--- src/rtl/rtx_ctrl_regs.svh ---
// offsets, field positions, reset values and timing counts of the tx control block
`ifndef RTX_CTRL_REGS_SVH
`define RTX_CTRL_REGS_SVH
// ============================================================
// Notes on behaviour
// - mode low keeps the transmitter in standby, mode high enables transmitter and clock output.
// - the mode input has a pull-down so a floating mode input shuts everything down.
// - clock output is the reference divided by 4 (divider select 0) or by 16 (select 1).
// - data 0 closes the pulling switch (lower frequency), data 1 opens it (upper frequency).
// - the output stage stays off until the synthesizer reports lock.
// - a low-supply detection forces the output stage off whatever power step is chosen.
// - after mode rises the output stage is held off for the start-up interval.
// - the start-up interval is 0.8 ms typical and never above 1.2 ms.
// - the power-select level is compared with four thresholds into a thermometer code.
// - the thermometer enables are gated by lock and by the low-supply detector.
// - in standby the power-select pin is left high impedance with its bias current off.
// - for amplitude keying the output stage follows the power-select level on and off.
// - the synthesizer feedback divider divides by 32.
// - the power-step comparators have about 20 mV hysteresis.

// ============================================================
// register map
`define RTX_OFF_CTRL     8'h00
`define RTX_OFF_BITDIV   8'h04
`define RTX_OFF_TXDATA   8'h08
`define RTX_OFF_STATUS   8'h0C
`define RTX_CTRL_SRC_BIT 0
`define RTX_CTRL_RST     32'h0000_0000
`define RTX_BITDIV_RST   16'h04E2

// ============================================================
// timing and ratios
`define RTX_PCLK_MHZ     50
`define RTX_TON_TYP_US   800
`define RTX_TON_MAX_US   1200
`define RTX_TON_CYC      (`RTX_TON_TYP_US * `RTX_PCLK_MHZ)
`define RTX_TON_MAX_CYC  (`RTX_TON_MAX_US * `RTX_PCLK_MHZ)
`define RTX_DIV_LO       4
`define RTX_DIV_HI       16
`define RTX_FB_DIV       32

// ============================================================
// power-select thresholds in mV
`define RTX_HYST_MV      12'h014
`define RTX_TH1_MV       12'h05A
`define RTX_TH2_MV       12'h12C
`define RTX_TH3_MV       12'h2B2
`define RTX_TH4_MV       12'h58C

`endif

--- src/rtl/rtx_pkg.sv ---
// types shared by the tx control block
package rtx_pkg;
    typedef enum logic [2:0] {
        RTX_ST_STBY  = 3'b001,
        RTX_ST_START = 3'b010,
        RTX_ST_TX    = 3'b100
    } rtx_state_t;
endpackage

--- src/rtl/rtx_fifo.sv ---
// synchronous fifo with valid/ready on both sides
module rtx_fifo #(
    parameter int WIDTH = 8,
    parameter int DEPTH = 16
) (
    input  wire logic             clk,
    input  wire logic             rst_n,
    input  wire logic             in_valid,
    output logic                  in_ready,
    input  wire logic [WIDTH-1:0] in_data,
    output logic                  out_valid,
    input  wire logic             out_ready,
    output logic      [WIDTH-1:0] out_data,
    output logic                  full,
    output logic                  empty
);
    localparam int AW = $clog2(DEPTH);

    logic [WIDTH-1:0] mem [DEPTH];
    logic [AW:0]      wp_r;
    logic [AW:0]      rp_r;
    wire              push;
    wire              pop;

    // ============================================================
    // flags
    assign empty     = (wp_r == rp_r);
    assign full      = (wp_r[AW] != rp_r[AW]) && (wp_r[AW-1:0] == rp_r[AW-1:0]);
    assign in_ready  = !full;
    assign out_valid = !empty;
    assign out_data  = mem[rp_r[AW-1:0]];
    assign push      = in_valid && in_ready;
    assign pop       = out_valid && out_ready;

    // ============================================================
    // pointers and storage
    always_ff @(posedge clk or negedge rst_n) begin
        if (!rst_n) begin
            wp_r <= '0;
            rp_r <= '0;
        end else begin
            if (push) wp_r <= wp_r + 1'b1;
            if (pop)  rp_r <= rp_r + 1'b1;
        end
    end

    always_ff @(posedge clk) begin
        if (push) mem[wp_r[AW-1:0]] <= in_data;
    end
endmodule // rtx_fifo

--- src/rtl/rtx_ctrl.sv ---
// mode, clock output, fsk switch and power-step control of the transmitter
`include "rtx_ctrl_regs.svh"
module rtx_ctrl #(
    parameter int STARTUP_CYC = `RTX_TON_CYC,
    parameter int FIFO_W      = 8,
    parameter int FIFO_D      = 16
) (
    input  wire logic        pclk,
    input  wire logic        presetn,
    input  wire logic [7:0]  paddr,
    input  wire logic        psel,
    input  wire logic        penable,
    input  wire logic        pwrite,
    input  wire logic [31:0] pwdata,
    output logic      [31:0] prdata,
    output logic             pready,
    output logic             pslverr,
    input  wire logic        mode_pin,
    input  wire logic        fsk_data_in,
    input  wire logic        clk_div_sel,
    input  wire logic        pll_lock,
    input  wire logic        low_supply_det,
    input  wire logic [11:0] psel_level_mv,
    output logic             mode_pull_down_on,
    output logic             tx_enable,
    output logic             clock_out_pin,
    output logic             pulling_switch_node,
    output logic             psel_bias_on,
    output logic      [3:0]  rf_output_stage,
    output logic             synth_fb_tick
);
    localparam logic [11:0] TH [4] = '{`RTX_TH1_MV, `RTX_TH2_MV, `RTX_TH3_MV, `RTX_TH4_MV};
    localparam logic [19:0] TON = 20'(STARTUP_CYC);

    // ============================================================
    // declarations
    rtx_pkg::rtx_state_t state_r;
    rtx_pkg::rtx_state_t state_nxt;
    logic [4:0]        s1_r;
    logic [4:0]        s2_r;
    logic [4:0]        s3_r;
    logic [4:0]        flt_r;
    logic [19:0]       tmr_r;
    logic [3:0]        ck_cnt_r;
    logic              clock_out_pin_r;
    logic [4:0]        fb_cnt_r;
    logic              fb_tick_r;
    logic [3:0]        therm_r;
    logic [3:0]        therm_nxt;
    logic [3:0]        rf_r;
    logic              sw_r;
    logic              bias_r;
    logic              src_fifo_r;
    logic [15:0]       bitdiv_r;
    logic [15:0]       bt_r;
    logic [FIFO_W-1:0] sh_r;
    logic [3:0]        bl_r;
    logic              fbit_r;
    logic [31:0]       prdata_r;
    logic [FIFO_W-1:0] f_out;
    logic              f_in_ready;
    logic              f_out_valid;
    logic              f_full;
    logic              f_empty;

    // ============================================================
    // pin synchronisers: a level counts once stages two and three agree
    wire [4:0] raw     = {low_supply_det, pll_lock, clk_div_sel, fsk_data_in, mode_pin};
    wire [4:0] flt_nxt = (s2_r & s3_r) | (flt_r & (s2_r ^ s3_r));
    wire       mode_f  = flt_r[0];
    wire       fsk_f   = flt_r[1];
    wire       div_f   = flt_r[2];
    wire       lock_f  = flt_r[3];
    wire       lowv_f  = flt_r[4];

    always_ff @(posedge pclk or negedge presetn) begin
        if (!presetn) begin
            s1_r  <= '0;
            s2_r  <= '0;
            s3_r  <= '0;
            flt_r <= '0;
        end else begin
            s1_r  <= raw;
            s2_r  <= s1_r;
            s3_r  <= s2_r;
            flt_r <= flt_nxt;
        end
    end

    // floating mode reads low through the pull-down and the reset value
    assign mode_pull_down_on = 1'b1;

    // ============================================================
    // mode state machine
    wire act    = (state_r != rtx_pkg::RTX_ST_STBY);
    wire in_tx  = (state_r == rtx_pkg::RTX_ST_TX);
    wire tmr_dn = (tmr_r <= 20'h00001);

    always_comb begin
        state_nxt = state_r;
        unique case (state_r)
            rtx_pkg::RTX_ST_STBY: begin
                if (mode_f) state_nxt = rtx_pkg::RTX_ST_START;
            end
            rtx_pkg::RTX_ST_START: begin
                if (!mode_f)     state_nxt = rtx_pkg::RTX_ST_STBY;
                else if (tmr_dn) state_nxt = rtx_pkg::RTX_ST_TX;
            end
            rtx_pkg::RTX_ST_TX: begin
                if (!mode_f) state_nxt = rtx_pkg::RTX_ST_STBY;
            end
            default: state_nxt = rtx_pkg::RTX_ST_STBY;
        endcase
    end

    always_ff @(posedge pclk or negedge presetn) begin
        if (!presetn) begin
            state_r <= rtx_pkg::RTX_ST_STBY;
            tmr_r   <= '0;
        end else begin
            state_r <= state_nxt;
            if (state_r != rtx_pkg::RTX_ST_START) tmr_r <= TON;
            else if (!tmr_dn) tmr_r <= tmr_r - 20'h00001;
        end
    end

    assign tx_enable = act;

    // ============================================================
    // clock output divider, shared by both ratios
    wire [3:0] ck_cnt_nxt = ck_cnt_r + 4'h1;
    wire       ck_sel     = div_f ? ck_cnt_nxt[3] : ck_cnt_nxt[1];

    always_ff @(posedge pclk or negedge presetn) begin
        if (!presetn) begin
            ck_cnt_r <= '0;
            clock_out_pin_r  <= 1'b0;
        end else if (!act) begin
            ck_cnt_r <= '0;
            clock_out_pin_r  <= 1'b0;
        end else begin
            ck_cnt_r <= ck_cnt_nxt;
            clock_out_pin_r  <= ck_sel;
        end
    end

    assign clock_out_pin = clock_out_pin_r;

    // ============================================================
    // synthesizer feedback divide-by-32 tick
    always_ff @(posedge pclk or negedge presetn) begin
        if (!presetn) begin
            fb_cnt_r  <= '0;
            fb_tick_r <= 1'b0;
        end else if (!act) begin
            fb_cnt_r  <= '0;
            fb_tick_r <= 1'b0;
        end else begin
            fb_cnt_r  <= fb_cnt_r + 5'h01;
            fb_tick_r <= (fb_cnt_r == 5'(`RTX_FB_DIV - 1));
        end
    end

    assign synth_fb_tick = fb_tick_r;

    // ============================================================
    // power-step comparators with hysteresis
    function automatic logic therm_bit(input logic cur, input logic [11:0] lvl,
                                       input logic [11:0] th);
        logic [12:0] up;
        up = {1'b0, lvl} + {1'b0, `RTX_HYST_MV};
        therm_bit = cur ? (up >= {1'b0, th}) : (lvl >= th);
    endfunction

    always_comb begin
        for (int i = 0; i < 4; i++) begin
            therm_nxt[i] = act && therm_bit(therm_r[i], psel_level_mv, TH[i]);
        end
    end

    // lock, low supply and start-up all veto the stage
    wire       stage_ok = in_tx && lock_f && !lowv_f;
    wire [3:0] rf_nxt   = stage_ok ? therm_r : 4'h0;

    always_ff @(posedge pclk or negedge presetn) begin
        if (!presetn) begin
            therm_r <= '0;
            rf_r    <= '0;
            bias_r  <= 1'b0;
        end else begin
            therm_r <= therm_nxt;
            rf_r    <= rf_nxt;
            bias_r  <= act;
        end
    end

    assign rf_output_stage = rf_r;
    assign psel_bias_on    = bias_r;

    // ============================================================
    // apb decode
    wire acc     = psel && penable;
    wire hit_ctl = (paddr == `RTX_OFF_CTRL);
    wire hit_bd  = (paddr == `RTX_OFF_BITDIV);
    wire hit_txd = (paddr == `RTX_OFF_TXDATA);
    wire hit_sts = (paddr == `RTX_OFF_STATUS);
    wire hit     = hit_ctl || hit_bd || hit_txd || hit_sts;
    wire txd_wr  = acc && pwrite && hit_txd;
    wire wr_ok   = acc && pwrite && pready;

    // a full fifo stalls the writer instead of dropping data
    assign pready  = !(txd_wr && !f_in_ready);
    assign pslverr = acc && !hit;
    assign prdata  = prdata_r;

    wire [31:0] sts = {21'h0, div_f, f_full, f_empty, therm_r, lowv_f, lock_f, in_tx, act};
    wire [31:0] rd_mux = hit_ctl ? {31'h0, src_fifo_r} :
                         hit_bd  ? {16'h0, bitdiv_r} :
                         hit_sts ? sts : 32'h0;

    always_ff @(posedge pclk or negedge presetn) begin
        if (!presetn) begin
            src_fifo_r <= 1'(`RTX_CTRL_RST);
            bitdiv_r   <= `RTX_BITDIV_RST;
            prdata_r   <= '0;
        end else begin
            if (psel && !penable) prdata_r <= rd_mux;
            if (wr_ok && hit_ctl) src_fifo_r <= pwdata[`RTX_CTRL_SRC_BIT];
            if (wr_ok && hit_bd)  bitdiv_r   <= pwdata[15:0];
        end
    end

    // ============================================================
    // data fifo and bit serialiser
    // draining waits for lock after start-up, so writes may fill it early
    wire tx_go  = in_tx && lock_f && src_fifo_r;
    wire bt_z   = (bt_r == 16'h0000);
    wire bl_z   = (bl_r == 4'h0);
    wire f_pop  = tx_go && bt_z && bl_z && f_out_valid;
    wire [15:0] bt_ld = (bitdiv_r == 16'h0000) ? 16'h0000 : bitdiv_r - 16'h0001;

    rtx_fifo #(
        .WIDTH (FIFO_W),
        .DEPTH (FIFO_D)
    ) u_fifo (
        .clk       (pclk),
        .rst_n     (presetn),
        .in_valid  (txd_wr),
        .in_ready  (f_in_ready),
        .in_data   (pwdata[FIFO_W-1:0]),
        .out_valid (f_out_valid),
        .out_ready (f_pop),
        .out_data  (f_out),
        .full      (f_full),
        .empty     (f_empty)
    );

    always_ff @(posedge pclk or negedge presetn) begin
        if (!presetn) begin
            bt_r   <= '0;
            sh_r   <= '0;
            bl_r   <= '0;
            fbit_r <= 1'b0;
        end else if (!tx_go) begin
            bt_r <= '0;
        end else if (!bt_z) begin
            bt_r <= bt_r - 16'h0001;
        end else if (!bl_z) begin
            bt_r   <= bt_ld;
            fbit_r <= sh_r[FIFO_W-1];
            sh_r   <= sh_r << 1;
            bl_r   <= bl_r - 4'h1;
        end else if (f_out_valid) begin
            bt_r   <= bt_ld;
            fbit_r <= f_out[FIFO_W-1];
            sh_r   <= f_out << 1;
            bl_r   <= 4'(FIFO_W - 1);
        end
    end

    // ============================================================
    // pulling switch: closed for a zero, open for a one
    wire fsk_bit = src_fifo_r ? fbit_r : fsk_f;

    always_ff @(posedge pclk or negedge presetn) begin
        if (!presetn) sw_r <= 1'b0;
        else          sw_r <= act && !fsk_bit;
    end

    assign pulling_switch_node = sw_r;
endmodule // rtx_ctrl

--- config.mk ---
export PLATFORM = sky130hd
export DESIGN_NAME = rtx_ctrl
export DESIGN_NICKNAME = d
export VERILOG_FILES = /design/src/rtl/rtx_pkg.sv /design/src/rtl/rtx_fifo.sv /design/src/rtl/rtx_ctrl.sv
export VERILOG_INCLUDE_DIRS = /design/src /design/src/rtl
export SDC_FILE = /design/constraint.sdc
export NUM_CORES = 1
export LEC_CHECK = 0
export ABC_AREA = 1
export ABC_CLOCK_PERIOD_IN_PS = 2000
export BUFFER_PORTS_ARGS = -buffer_cell sky130_fd_sc_hd__buf_2
export CORE_UTILIZATION = 35
export CTS_CLUSTER_DIAMETER = 200
export DETAILED_ROUTE_END_ITERATION = 12
export HOLD_SLACK_MARGIN = 0.08
export PLACE_DENSITY = 0.56
export SLEW_MARGIN = 20
export SYNTH_ARGS = -nofsm -noshare
export SYNTH_HDL_FRONTEND = slang
export SYNTH_HIERARCHICAL = 1
export SYNTH_SLANG_ARGS = --single-unit
--- constraint.sdc ---
create_clock -name pclk -period 2 [get_ports pclk]
set_input_delay 0.1 -clock pclk [delete_from_list [all_inputs] [get_ports pclk]]
set_output_delay 0.1 -clock pclk [all_outputs]
set_load 0.01 [all_outputs]
==> out/metrics.cfg <==
[status]
status=finished clean

[layout]
design_area_um2=15800
synthToLayoutAreaGrowth_pct=19.3
drive_above_1_share_pct=17.0
nFillCells=3644
multi_input_area_um2=5170
ff_latch_area_um2=7230
final_nets=1718
diodes=0

[yosys]
ys_ff_latch=263
synth.avg_cell_area_um2=8.94
yosys_most_used_dff=dfrtp_1
synth_area_um2=13200
synth-async-reset-ratio_pct=51.3
syn_inst=1477
synth_edf_count=128
yosysSeqAreaShare_pct=54.8
synth_warnings=6
synthDistinctLibCells=54

[sta]
tightest_slew_ns=0.587
fmax_mhz=517
finalSetupViolations=0
grt_setup_unrepaired=no
finalSetupTns_ns=0
maxSlewHeadroom_pct=60.8
skew_ns=0.0170
hold_violations=0
fin_crit_ns=1.93
slew_violations=0
finalCritPeriodShare_pct=96.7
fin_ws_ns=0.0654

[global_routing]
busiest_layer=met2
grt_max_degree=55
antenna_found_initial=0
use_met2_pct=28.8
met1_usage_pct=23.3
grt_usage_pct=17.3
grt_overflow=0
grt_pass1_wl_mm=53.3
met3_usage_pct=2.68
grt_pass1_vias=10100

[power_and_ir_drop]
powerDensity_nw_per_um2=811
vdd_drop_max_mv=0.563
total_leakage_power_nw=7.14

[setup_path]
endpoint_kind=register
max_stage_delay_ns=0.56
cp_slowest_cell=dlygate4sd3_1
cp.arrival_ns=2.42
cp.required_ns=2.49
ff2ff_setup_slack_ns=0.17
critPathLaunchType=primary input
critical_path_class=primary input to register
path_cells=dlygate4sd3_1 > buf_4 > nand2_1 > inv_1 > nand3_1 > nand2_1 > nand2_2 > nand2_1 > dlygate4sd3_1 > a21oi_1 > dlygate4sd3_1
worst-path-max-fanout=6

[clocking]
clk_latency_ns=0.56
tritoncts.num_buffers=29
clkTransAtPathRegs_ns=0.06
clk_path_buf_depth=3
clock_sinks=263
ctsRootBufferMaster=clkbuf_16
cts_tree=yes
h-tree-depth=1

[route]
drt_wl_total_mm=32.2
viasPerCell=4.67
drc=0
avgRoutedWirePerCell_um=14.9
antenna_left=0
routed-via-count=10100
drt-initial-drc-count=616
first_pass_iters=5

[die]
floorplan.initialDensity_pct=35.8
dieWidth_um=196
die_h_um=196
dieArea_um2=38500
fp-row-count=70
fp.coreArea_um2=36900
ios=106

[placement]
dp_hpwl_mm=22.4
place_ws_ns=0.0231
io_buffers=72
globalplace.congestion=0.843
placed_area_um2=14300

[hold_path]
hold_class=primary input to async pin

[run]
cap_violations=0

## metrics by stage
| stage | instances | hold WS [ns] | util (%) | power (mW) |
|---|---|---|---|---|
| floorplan | 1492 | -0.196 | - | 6.77 |
| global placement | 2064 | 0.112 | 38.9 | 7.21 |
| detailed placement | 2064 | 0.106 | 38.9 | 7.22 |
| CTS | 2155 | 0.0811 | 42.6 | 12.9 |
| global route | 2158 | 0.140 | 42.7 | 13.3 |
| finish | 2158 | 0.0991 | 42.7 | 12.8 |
## Yosys cell counts, types with 7 or more instances
library cell  count  area share (%)
a21oi_1          23            0.87
nand2_1         364              10
xnor2_1           9            0.60
inv_2            14            0.40
xor2_1           25             1.7
edfxtp_1        128              29
clkbuf_1         11            0.31
o21ai_2          13            0.86
mux2i_1           7            0.53
o21ai_0          99             3.8
nor3_1           24            0.91
buf_4            24             1.4
nor2_1          207             5.9
nand4_1          13            0.62
nand3_1         111             4.2
buf_2            17            0.64
nor2_2           27             1.3
nand3_2           7            0.53
dfrtp_1         129              24
inv_1           119             3.4
ha_1             25             2.4
## registers in the layout, indices dropped and copies added (netlist names), 3 cells and up
register,flops
s2_r,5
rf_output_stage,4
sh_r,7
flt_r,5
bitdiv_r,16
prdata,16
tmr_r,20
s1_r,5
u_fifo/mem,128
u_fifo/rp_r,5
s3_r,5
state_r,3
bt_r,16
bl_r,4
ck_cnt_r,4
therm_r,4
u_fifo/wp_r,5
fb_cnt_r,5
## report_power, final
part           switching (mW)  internal (mW)  total (mW)
clock                    2.16           3.41        5.57
sequential              0.114           5.85        5.96
combinational           0.780          0.457        1.24
total                    3.06           9.71        12.8
## cells in the final DEF, fill, tap and decap left out, drive strengths merged, types with 6 or more instances in the layout
cell type    Yosys  final
a21oi           23     23
buf             47    132
clkbuf          11     44
clkinv           3      8
conb             2     17
dfrtp          129    129
dfstp            6      6
dlygate4sd3      0     34
edfxtp         128    128
ha              25     25
inv            134    135
mux2i            7      7
nand2          372    372
nand3          121    121
nand4           13     13
nor2           239    239
nor3            26     26
o211ai           6      6
o21ai          119    119
or2              9      9
xnor2            9      9
xor2            25     25
## layout make-up
type | instances | share of cell area, %
Timing Repair Buffer | 166 | 7.63
Multi-Input combinational cell | 1034 | 32.8
Sequential cell | 263 | 45.9
Clock inverter | 10 | 0.977
Tap cell | 504 | 4.00
Inverter | 137 | 3.30
Clock buffer | 44 | 5.35
## layer usage
metal / vias to the layer above / routed length, um
li1: 5104 / -
met3: 53 / 1410
met1: 4725 / 15100
met4: 0 / 707
met2: 197 / 15000
met5: - / 0
## worst max-delay path, delay by kind of cell
family,cells,cell delay (ns)
and+or+nand+nor,5,0.33
AOI/OAI and AO/OA,1,0.13
buffers and inverters,5,1.86
## logic make-up (layout without fill, tap and decap cells)
logic type / count (synthesis) / count (layout) / synth area share (%)
fa+ha+maj: 25 / 25 / 2.37
mux: 7 / 7 / 0.531
compound gates: 167 / 167 / 7.40
other cells: 2 / 17 / 0.0569
xor+xnor: 34 / 34 / 2.26
buf+inv: 195 / 357 / 6.67
simple gates: 784 / 784 / 25.9
flops: 263 / 263 / 54.8
## what timing repair did
| item | 4_1_cts | 5_1_grt |
|---|---|---|
| hold buffers | 35 | 0 |
| gates resized for setup | 2 | 10 |
| endpoints found under the setup margin | 1 | 11 |
| gates cloned | 0 | 0 |
| buffers inserted | 2 | 4 |
| hold endpoints to repair | 291 | 0 |
| pin swaps | 0 | 3 |
## final timing paths
check                                    start                    endpoint  depth (start not counted)
max reg2reg                bt_r[0]$_DFFE_PN0P_  u_fifo/rp_r[1]$_DFFE_PN0P_                         10
max                           psel_level_mv[9]        therm_r[3]$_DFF_PN0_                         11
min                                    presetn        bt_r[15]$_DFFE_PN0P_                          2
min reg2reg                  s1_r[2]$_DFF_PN0_           s2_r[2]$_DFF_PN0_                          0
max in group asynchronous              presetn     bitdiv_r[1]$_DFFE_PN1P_                          3
min in group pclk                         psel      src_fifo_r$_DFFE_PN0P_                          5
No activity file was read; power rests on OpenSTA's default activity.
